## src/pkg/mnp_defs.svh

```systemverilog
// Constants for the multiply, negate and pop execution block.
// Assumes inclusion by bare name; definitions only.
`ifndef MNP_DEFS_SVH
`define MNP_DEFS_SVH

// APB byte offsets
`define OFS_CTRL 12'h000
`define OFS_STATUS 12'h004
`define OFS_WREG 12'h008
`define OFS_BANK 12'h00C
`define OFS_PROD_LOW 12'h010
`define OFS_PROD_HIGH 12'h014
`define OFS_INDEX 12'h018
`define OFS_INSTR 12'h01C

// Status and control bit positions
`define ST_CARRY 0
`define ST_HALF 1
`define ST_ZERO 2
`define ST_WRAP 3
`define ST_NEG 4
`define ST_BUSY 8
`define CTRL_EXT 0

// Reset values
`define RST_BYTE 8'h00
`define RST_INDEX 14'h0000
`define RST_INSTR 16'h0000

// Opcode fields
`define OPC_MULL 8'h0D
`define OPC_MULF 7'b000_0001
`define OPC_NEG_FILE 7'b011_0110
`define OPC_POP 16'h0006
`define ACC_BIT 8

// Addressing
`define ILO_LIMIT 8'h5F
`define ACC_LOW_BASE 14'h0000
`define ACC_HIGH_BASE 14'h3F00
`define BANK_WIDTH 6

`endif

```

## src/pkg/mnp_pkg.sv

```systemverilog
// Types shared by the execution block and its arithmetic unit.
// Assumes nothing of its surroundings.
package mnp_pkg;
   typedef logic [7:0] byte_t;
   typedef logic [13:0] daddr_t;
   typedef enum logic [2:0]
   {
      PH_IDLE = 3'b000,
      PH_Q1 = 3'b001,
      PH_Q2 = 3'b010,
      PH_Q3 = 3'b011,
      PH_Q4 = 3'b100
   } phase_t;
   typedef enum logic [2:0]
   {
      OP_NONE = 3'b000,
      OP_MULL = 3'b001,
      OP_MULF = 3'b010,
      OP_NEG = 3'b011,
      OP_POP = 3'b100
   } op_t;
endpackage

```

## src/mnp_arith.sv

```systemverilog
// Arithmetic unit: unsigned 8x8 multiply and two's complement negate.
// Assumes purely combinational use by the execution block.
`timescale 1ns/100ps
`include "mnp_defs.svh"
module mnp_arith
(
   // Operands
   input wire mnp_pkg::byte_t acc_i,
   input wire mnp_pkg::byte_t opnd_i,
   // Results
   output logic [15:0] product_o,
   output mnp_pkg::byte_t neg_o,
   output logic [4:0] flags_o
);
   import mnp_pkg::*;
   logic [8:0] sum;
   logic [4:0] low_sum;
   always_comb
   begin
      product_o = 16'(acc_i) * 16'(opnd_i);
      sum = {1'b0, ~opnd_i} + 9'h001;
      low_sum = {1'b0, ~opnd_i[3:0]} + 5'h01;
      neg_o = sum[7:0];
      flags_o = 5'h00;
      flags_o[`ST_CARRY] = sum[8];
      flags_o[`ST_HALF] = low_sum[4];
      flags_o[`ST_ZERO] = (sum[7:0] == 8'h00);
      // Only 80h wraps back onto itself
      flags_o[`ST_WRAP] = opnd_i[7] & sum[7];
      flags_o[`ST_NEG] = sum[7];
   end
endmodule

```

## src/mnp_exec.sv

```systemverilog
// Execution block for multiply-literal, multiply-file, negate and pop.
// Assumes an APB master, a data memory answering reads in the cycle of the read strobe,
// and a return stack that discards its top on one pop pulse.
//
// Functional notes
// - Multiply literal: accumulator times literal, unsigned
// - Full product into high and low bytes
// - Multiplies keep flags and accumulator unchanged
// - Zero product never flagged; zero flag kept
// - Multiply file: accumulator times register, unsigned
// - Access bit selects access bank or bank
// - Extended set: low addresses use indexed offset
// - Negate register, update five flags from result
// - Pop discards stack top, flags untouched
//
// Implementation choices: the APB register port and the address map.
`timescale 1ns/100ps
`include "mnp_defs.svh"
module mnp_exec
(
   // Clock and reset
   input wire logic SYS_CLK_I,
   input wire logic RST_I,
   // APB slave
   input wire logic PSEL_I,
   input wire logic PENABLE_I,
   input wire logic PWRITE_I,
   input wire logic [11:0] PADDR_I,
   input wire logic [31:0] PWDATA_I,
   output logic [31:0] PRDATA_O,
   output logic PREADY_O,
   output logic PSLVERR_O,
   // Data memory
   output mnp_pkg::daddr_t DMEM_ADDR_O,
   output logic DMEM_RE_O,
   output logic DMEM_WE_O,
   output mnp_pkg::byte_t DMEM_WDATA_O,
   input wire mnp_pkg::byte_t DMEM_RDATA_I,
   // Return stack
   output logic STACK_POP_O
);
   import mnp_pkg::*;

   phase_t phase, next_phase;
   op_t op, next_op;
   logic [15:0] instr, next_instr;
   logic ext_en, next_ext_en;
   logic [4:0] status, next_status;
   byte_t wreg, next_wreg;
   byte_t bank_select, next_bank_select;
   byte_t product_low, next_product_low;
   byte_t product_high, next_product_high;
   daddr_t index_base, next_index_base;
   byte_t opnd, next_opnd;
   daddr_t addr, next_addr;
   logic rd_en, next_rd_en;
   logic wr_en, next_wr_en;
   byte_t wdata, next_wdata;
   logic pop, next_pop;
   logic [31:0] rdata, next_rdata;
   logic ready, next_ready;
   logic err, next_err;

   logic [15:0] product;
   byte_t neg_val;
   logic [4:0] neg_flags;
   logic setup, wr_acc, mapped;
   daddr_t file_addr;

   mnp_arith u_arith
   (
      .acc_i(wreg),
      .opnd_i(opnd),
      .product_o(product),
      .neg_o(neg_val),
      .flags_o(neg_flags)
   );

   // Effective file address of the latched instruction
   always_comb
   begin
      file_addr = {6'h00, instr[7:0]};
      if (instr[`ACC_BIT])
      begin
         file_addr = {bank_select[`BANK_WIDTH-1:0], instr[7:0]};
      end
      else if (ext_en && (instr[7:0] <= `ILO_LIMIT))
      begin
         file_addr = 14'(index_base + {6'h00, instr[7:0]});
      end
      else if (instr[7:0] <= `ILO_LIMIT)
      begin
         file_addr = `ACC_LOW_BASE | {6'h00, instr[7:0]};
      end
      else
      begin
         file_addr = `ACC_HIGH_BASE | {6'h00, instr[7:0]};
      end
   end

   // Register access decode
   always_comb
   begin
      setup = PSEL_I && !PENABLE_I;
      wr_acc = PSEL_I && PENABLE_I && PWRITE_I && ready;
      unique case (PADDR_I)
         `OFS_CTRL, `OFS_STATUS, `OFS_WREG, `OFS_BANK, `OFS_PROD_LOW, `OFS_PROD_HIGH,
         `OFS_INDEX, `OFS_INSTR: mapped = 1'b1;
         default: mapped = 1'b0;
      endcase
      next_ready = setup;
      next_err = setup && !mapped;
      next_rdata = rdata;
      if (setup)
      begin
         next_rdata = 32'h0000_0000;
         unique case (PADDR_I)
            `OFS_CTRL: next_rdata[`CTRL_EXT] = ext_en;
            `OFS_STATUS: next_rdata = {23'h00_0000, phase != PH_IDLE, 3'h0, status};
            `OFS_WREG: next_rdata[7:0] = wreg;
            `OFS_BANK: next_rdata[7:0] = bank_select;
            `OFS_PROD_LOW: next_rdata[7:0] = product_low;
            `OFS_PROD_HIGH: next_rdata[7:0] = product_high;
            `OFS_INDEX: next_rdata[13:0] = index_base;
            `OFS_INSTR: next_rdata[15:0] = instr;
            default: next_rdata = 32'h0000_0000;
         endcase
      end
   end

   // Phase sequencer and datapath
   always_comb
   begin
      next_phase = phase;
      next_op = op;
      next_instr = instr;
      next_ext_en = ext_en;
      next_status = status;
      next_wreg = wreg;
      next_bank_select = bank_select;
      next_product_low = product_low;
      next_product_high = product_high;
      next_index_base = index_base;
      next_opnd = opnd;
      next_addr = addr;
      next_rd_en = 1'b0;
      next_wr_en = 1'b0;
      next_wdata = wdata;
      next_pop = 1'b0;
      // Software writes first; the running instruction overrides below
      if (wr_acc)
      begin
         unique case (PADDR_I)
            `OFS_CTRL: next_ext_en = PWDATA_I[`CTRL_EXT];
            `OFS_STATUS: next_status = PWDATA_I[4:0];
            `OFS_WREG: next_wreg = PWDATA_I[7:0];
            `OFS_BANK: next_bank_select = {2'b00, PWDATA_I[`BANK_WIDTH-1:0]};
            `OFS_PROD_LOW: next_product_low = PWDATA_I[7:0];
            `OFS_PROD_HIGH: next_product_high = PWDATA_I[7:0];
            `OFS_INDEX: next_index_base = PWDATA_I[13:0];
            `OFS_INSTR:
            begin
               // One word per instruction; ignored while busy
               if (phase == PH_IDLE)
               begin
                  next_instr = PWDATA_I[15:0];
                  next_phase = PH_Q1;
               end
            end
            default: next_phase = phase;
         endcase
      end
      unique case (phase)
         PH_IDLE: next_op = op;
         PH_Q1:
         begin
            // Decode
            if (instr[15:8] == `OPC_MULL)
            begin
               next_op = OP_MULL;
               next_opnd = instr[7:0];
            end
            else if (instr[15:9] == `OPC_MULF)
            begin
               next_op = OP_MULF;
            end
            else if (instr[15:9] == `OPC_NEG_FILE)
            begin
               next_op = OP_NEG;
            end
            else if (instr == `OPC_POP)
            begin
               next_op = OP_POP;
            end
            else
            begin
               next_op = OP_NONE;
            end
            next_addr = file_addr;
            next_rd_en = (instr[15:9] == `OPC_MULF) || (instr[15:9] == `OPC_NEG_FILE);
            next_phase = PH_Q2;
         end
         PH_Q2:
         begin
            // Operand read returns now
            if (op == OP_MULF || op == OP_NEG)
            begin
               next_opnd = DMEM_RDATA_I;
            end
            next_phase = PH_Q3;
         end
         PH_Q3:
         begin
            if (op == OP_NEG)
            begin
               next_wdata = neg_val;
               next_wr_en = 1'b1;
            end
            next_pop = (op == OP_POP);
            next_phase = PH_Q4;
         end
         PH_Q4:
         begin
            // Result write; multiplies touch neither flags nor accumulator
            if (op == OP_MULL || op == OP_MULF)
            begin
               next_product_high = product[15:8];
               next_product_low = product[7:0];
            end
            if (op == OP_NEG)
            begin
               next_status = neg_flags;
            end
            next_phase = PH_IDLE;
         end
         default: next_phase = PH_IDLE;
      endcase
   end

   always_ff @(posedge SYS_CLK_I or posedge RST_I)
   begin
      if (RST_I)
      begin
         phase <= PH_IDLE;
         op <= OP_NONE;
         instr <= `RST_INSTR;
         ext_en <= 1'b0;
         status <= 5'h00;
         wreg <= `RST_BYTE;
         bank_select <= `RST_BYTE;
         product_low <= `RST_BYTE;
         product_high <= `RST_BYTE;
         index_base <= `RST_INDEX;
         opnd <= `RST_BYTE;
         addr <= `RST_INDEX;
         rd_en <= 1'b0;
         wr_en <= 1'b0;
         wdata <= `RST_BYTE;
         pop <= 1'b0;
         rdata <= 32'h0000_0000;
         ready <= 1'b0;
         err <= 1'b0;
      end
      else
      begin
         phase <= next_phase;
         op <= next_op;
         instr <= next_instr;
         ext_en <= next_ext_en;
         status <= next_status;
         wreg <= next_wreg;
         bank_select <= next_bank_select;
         product_low <= next_product_low;
         product_high <= next_product_high;
         index_base <= next_index_base;
         opnd <= next_opnd;
         addr <= next_addr;
         rd_en <= next_rd_en;
         wr_en <= next_wr_en;
         wdata <= next_wdata;
         pop <= next_pop;
         rdata <= next_rdata;
         ready <= next_ready;
         err <= next_err;
      end
   end

   always_comb
   begin
      PRDATA_O = rdata;
      PREADY_O = ready;
      PSLVERR_O = err;
      DMEM_ADDR_O = addr;
      DMEM_RE_O = rd_en;
      DMEM_WE_O = wr_en;
      DMEM_WDATA_O = wdata;
      STACK_POP_O = pop;
   end
endmodule

```

## config.mk

```make
export PLATFORM = sky130hd
export DESIGN_NAME = mnp_exec
export DESIGN_NICKNAME = d
export VERILOG_FILES = /design/src/pkg/mnp_pkg.sv /design/src/mnp_arith.sv /design/src/mnp_exec.sv
export VERILOG_INCLUDE_DIRS = /design/src /design/src/pkg
export SDC_FILE = /design/constraint.sdc
export NUM_CORES = 1
export LEC_CHECK = 0
export BUFFER_PORTS_ARGS = -buffer_cell sky130_fd_sc_hd__buf_2
export CORE_MARGIN = 1.5
export CORE_UTILIZATION = 35
export DETAILED_ROUTE_END_ITERATION = 10
export GPL_TIMING_DRIVEN = 0
export PLACE_DENSITY = 0.56
export SKIP_CTS_REPAIR_TIMING = 1
export SLEW_MARGIN = 20
export SYNTH_ARGS = -nofsm -noshare
export SYNTH_HDL_FRONTEND = slang
export SYNTH_SLANG_ARGS = --single-unit
```

## constraint.sdc

```tcl
create_clock -name SYS_CLK_I -period 6.6 [get_ports SYS_CLK_I]
set_clock_uncertainty 0.05 [all_clocks]
set_input_delay 1.32 -clock SYS_CLK_I [delete_from_list [all_inputs] [get_ports SYS_CLK_I]]
set_output_delay 1.32 -clock SYS_CLK_I [all_outputs]
set_load 0.005 [all_outputs]
```

==> results.sh <==
export IMPL_hold_ws_ns=0.4091
export IMPL_relSlewSlack_pct=30.75
export IMPL_powerDensity_nw_per_um2=198.6
export IMPL_insertion_delay_ns=0.42
export IMPL_die_w_um=158.8
export IMPL_seq_area_um2=3078
export IMPL_grt_pass1_wl_um=36580
export IMPL_cp_arrival_ns=5.39
export IMPL_required_ns=6.83
export IMPL_clock_root_buffer="clkbuf_16"
export IMPL_firstDrtPassIters=5
export IMPL_p_int_uw=1449
export IMPL_yosysUniqueCellTypes=66
export IMPL_netSwitchingFraction_pct=26.71
export IMPL_htreeDepth=4
export IMPL_grt_antenna_before_repair=0
export IMPL_leakagePower_uw=0.005015
export IMPL_grt_overflow_total=0
export IMPL_rsz0062_at_grt="no"
export IMPL_synthFlopType="dfrtp_1"
export IMPL_grt_usage_pct=18.86
export IMPL_wirelength_um=23030
export IMPL_antenna_left=0
export IMPL_worstSetupPathType="reg2reg"
export IMPL_dieHeight_um=158.8
export IMPL_port_buffers=82
export IMPL_async_flop_share_pct=100.0
export IMPL_yosys_warnings=0
export IMPL_die_area_um2=25200
export IMPL_status="finished, final reports clean"
export IMPL_cts_sinks=123
export IMPL_start_util_pct=35.96
export IMPL_core_area_um2=23610
export IMPL_ioPinCount=116
export IMPL_setup_slack_ns=1.444
export IMPL_vias=6498
export IMPL_fin_nets=1097
export IMPL_timing_final_crit_share_pct=78.12
export IMPL_place_congestion=0.8217
export IMPL_max_clock_freq_mhz=193.9
export IMPL_synth_seq_cells=123
export IMPL_dp_cells=1257
export IMPL_fin_tns_setup_ns=0
export IMPL_cts_tree="done"
export IMPL_areaGrowthSynthToFinish_pct=17.23
export IMPL_synth_edf_count=0
export IMPL_diodes=0
export IMPL_clkPwrFrac_pct=45.7
export IMPL_ir_worst_vdd_mv=0.1082
export IMPL_cts_clk_slew_worst_paths_ns=0.06
export IMPL_pwr_share_seq_pct=41.6
export IMPL_cp_start_kind="flip-flop"
export IMPL_switching_power_uw=528.0
export IMPL_power_frac_comb_pct=12.8
export IMPL_ys_seq_area_share_pct=36.25
export IMPL_fin_util_pct=42.15
export IMPL_first_iter_violations=386
export IMPL_tightest_slew_ns=1.036
export IMPL_routedWlPerCell_um=17.91
export IMPL_grt_pass1_vias=6438
export IMPL_place_ws_ns=1.399
export IMPL_viasPerCell=5.053
export IMPL_grt_max_degree=68
export IMPL_num_rows=56
export IMPL_dp_hpwl_um=17510
export IMPL_cp_max_fo=10
export IMPL_drcViolationCount=0
export IMPL_holdCritPathClass="reg2reg"
export IMPL_syn_instance_count=840
export IMPL_n_fill_cell=2323
export IMPL_syn_area_um2=8491
export IMPL_end_kind="flip-flop"
export IMPL_fin_cells=1286
export IMPL_hold_viol_final=0
export IMPL_cts_made_buffers=17
export IMPL_maxSlewViolCount=0
export IMPL_avgSynthCellArea_um2=10.11
export IMPL_multiInputGateArea_um2=4927
export IMPL_maxCapViolCount=0
export IMPL_drive_gt1_share_pct=21.30
export IMPL_clockBufferDepth=2
export IMPL_setup_violations=0
export IMPL_period_minus_slack_ns=5.156
[per-layer routing]
metal	global-route usage, %	vias up	wire (um)
li1	-	3107	-
met1	27.60	3225	11630
met2	28.71	146	10240
met3	3.030	20	853
met4	5.022	0	305
met5	0	-	0
[worst paths after layout]
kind,start,endpoint,slack [ns],depth (start not counted)
worst max-delay path,opnd[5],product_high[7],1.44,14
min in group asynchronous,RST_I,PSLVERR_O,0.87,2
worst max register to register,opnd[5],product_high[7],1.44,14
max in group asynchronous,RST_I,DMEM_WDATA_O[3],4.95,3
worst min register to register,PRDATA_O[15],PRDATA_O[15],0.41,2
worst min-delay path,PRDATA_O[15],PRDATA_O[15],0.41,2
[sequential cells by signal (all words and copies together) (netlist names), 14 cells and up]
register	cells
PRDATA_O	16
instr	16
DMEM_ADDR_O	14
index_base	14
[kinds of logic after synthesis]
family / count (synthesis) / share of synthesized area [%]
buffers and inverters: 116 / 6.381
xor gates and xnor gates: 27 / 2.785
other: 1 / 0.04417
and+or+nand+nor: 240 / 14.88
DFF: 123 / 36.25
AOI/OAI and AO/OA: 148 / 10.85
muxes: 102 / 13.31
adders and majority gates: 83 / 15.50
[cells in the final DEF (no fill, tap or decap), types with 4 or more instances in the layout]
master	netlist	final
nor2b_1	9	9
a22o_1	5	5
mux2_2	56	56
ha_1	46	46
nor3_1	10	10
a21o_1	9	9
clkbuf_16	0	17
o21ai_0	33	33
buf_2	4	86
o22ai_1	7	7
a22oi_1	10	10
or3_1	4	4
nor2_1	53	53
fa_1	37	37
nor4_1	4	4
inv_1	57	56
and2_1	47	47
mux2i_1	42	42
xnor2_1	13	13
buf_4	18	18
clkinvlp_4	0	4
a31oi_1	5	5
nand2b_1	8	8
a21oi_1	46	46
a211oi_1	7	7
clkbuf_1	28	28
and3_1	9	9
nand3_1	14	14
conb_1	1	16
xor2_1	14	14
nand2_1	60	60
buf_1	5	5
dfrtp_1	123	123
[power by group through the flow]
stage,Sequential [uW],Clock [uW],Combinational (uW)
6_report,821,902,253
5_1_grt,825,955,281
4_1_cts,820,917,255
3_5_place_dp,834,0,254
3_3_place_gp,833,0,249
2_1_floorplan,829,0,154
[area by class of cell]
class                      count  share of cell area, %
buffer                        59                  3.294
clock buffer                  18                  4.412
clock inverter                11                  1.232
inverter                      57                  2.225
multi-input combinational    616                  49.50
sequential                   123                  30.92
tap                          319                  4.010
timing repair buffer          83                  4.400
[Yosys cell counts (8+ instances only)]
library cell	count	share of area, %
xnor2_1	13	1.3
clkbuf_1	28	1.2
dfrtp_1	123	36
and3_1	9	0.66
xor2_1	14	1.4
and2_1	47	3.5
inv_1	57	2.5
mux2i_1	42	5.0
buf_4	18	1.6
ha_1	46	6.8
nor2b_1	9	0.66
nor2_1	53	2.3
nor3_1	10	0.59
nand3_1	14	0.83
o21ai_0	33	1.9
a22oi_1	10	0.88
a21oi_1	46	2.7
a21o_1	9	0.80
mux2_2	56	7.4
nand2_1	60	2.7
fa_1	37	8.7
nand2b_1	8	0.59
[per-stage QoR]
step	area [um^2]	power (uW)
2_1_floorplan	8547	982.6
3_3_place_gp	9356	1082
3_5_place_dp	9392	1088
4_1_cts	9953	1993
5_1_grt	9953	2062
6_report	9953	1977
[critical path, stage by stage, from the launching register on]
cell and delay, ns:
dfrtp_1 0.46, clkbuf_1 0.38, and2_1 0.21, fa_1 0.45
fa_1 0.54, fa_1 0.56, inv_1 0.06, fa_1 0.53
inv_1 0.04, ha_1 0.35, a2111o_1 0.42, o22a_1 0.21
a311oi_1 0.37, xnor2_1 0.26, mux2i_1 0.12
Note: power is estimated with default switching activity, not from simulation.
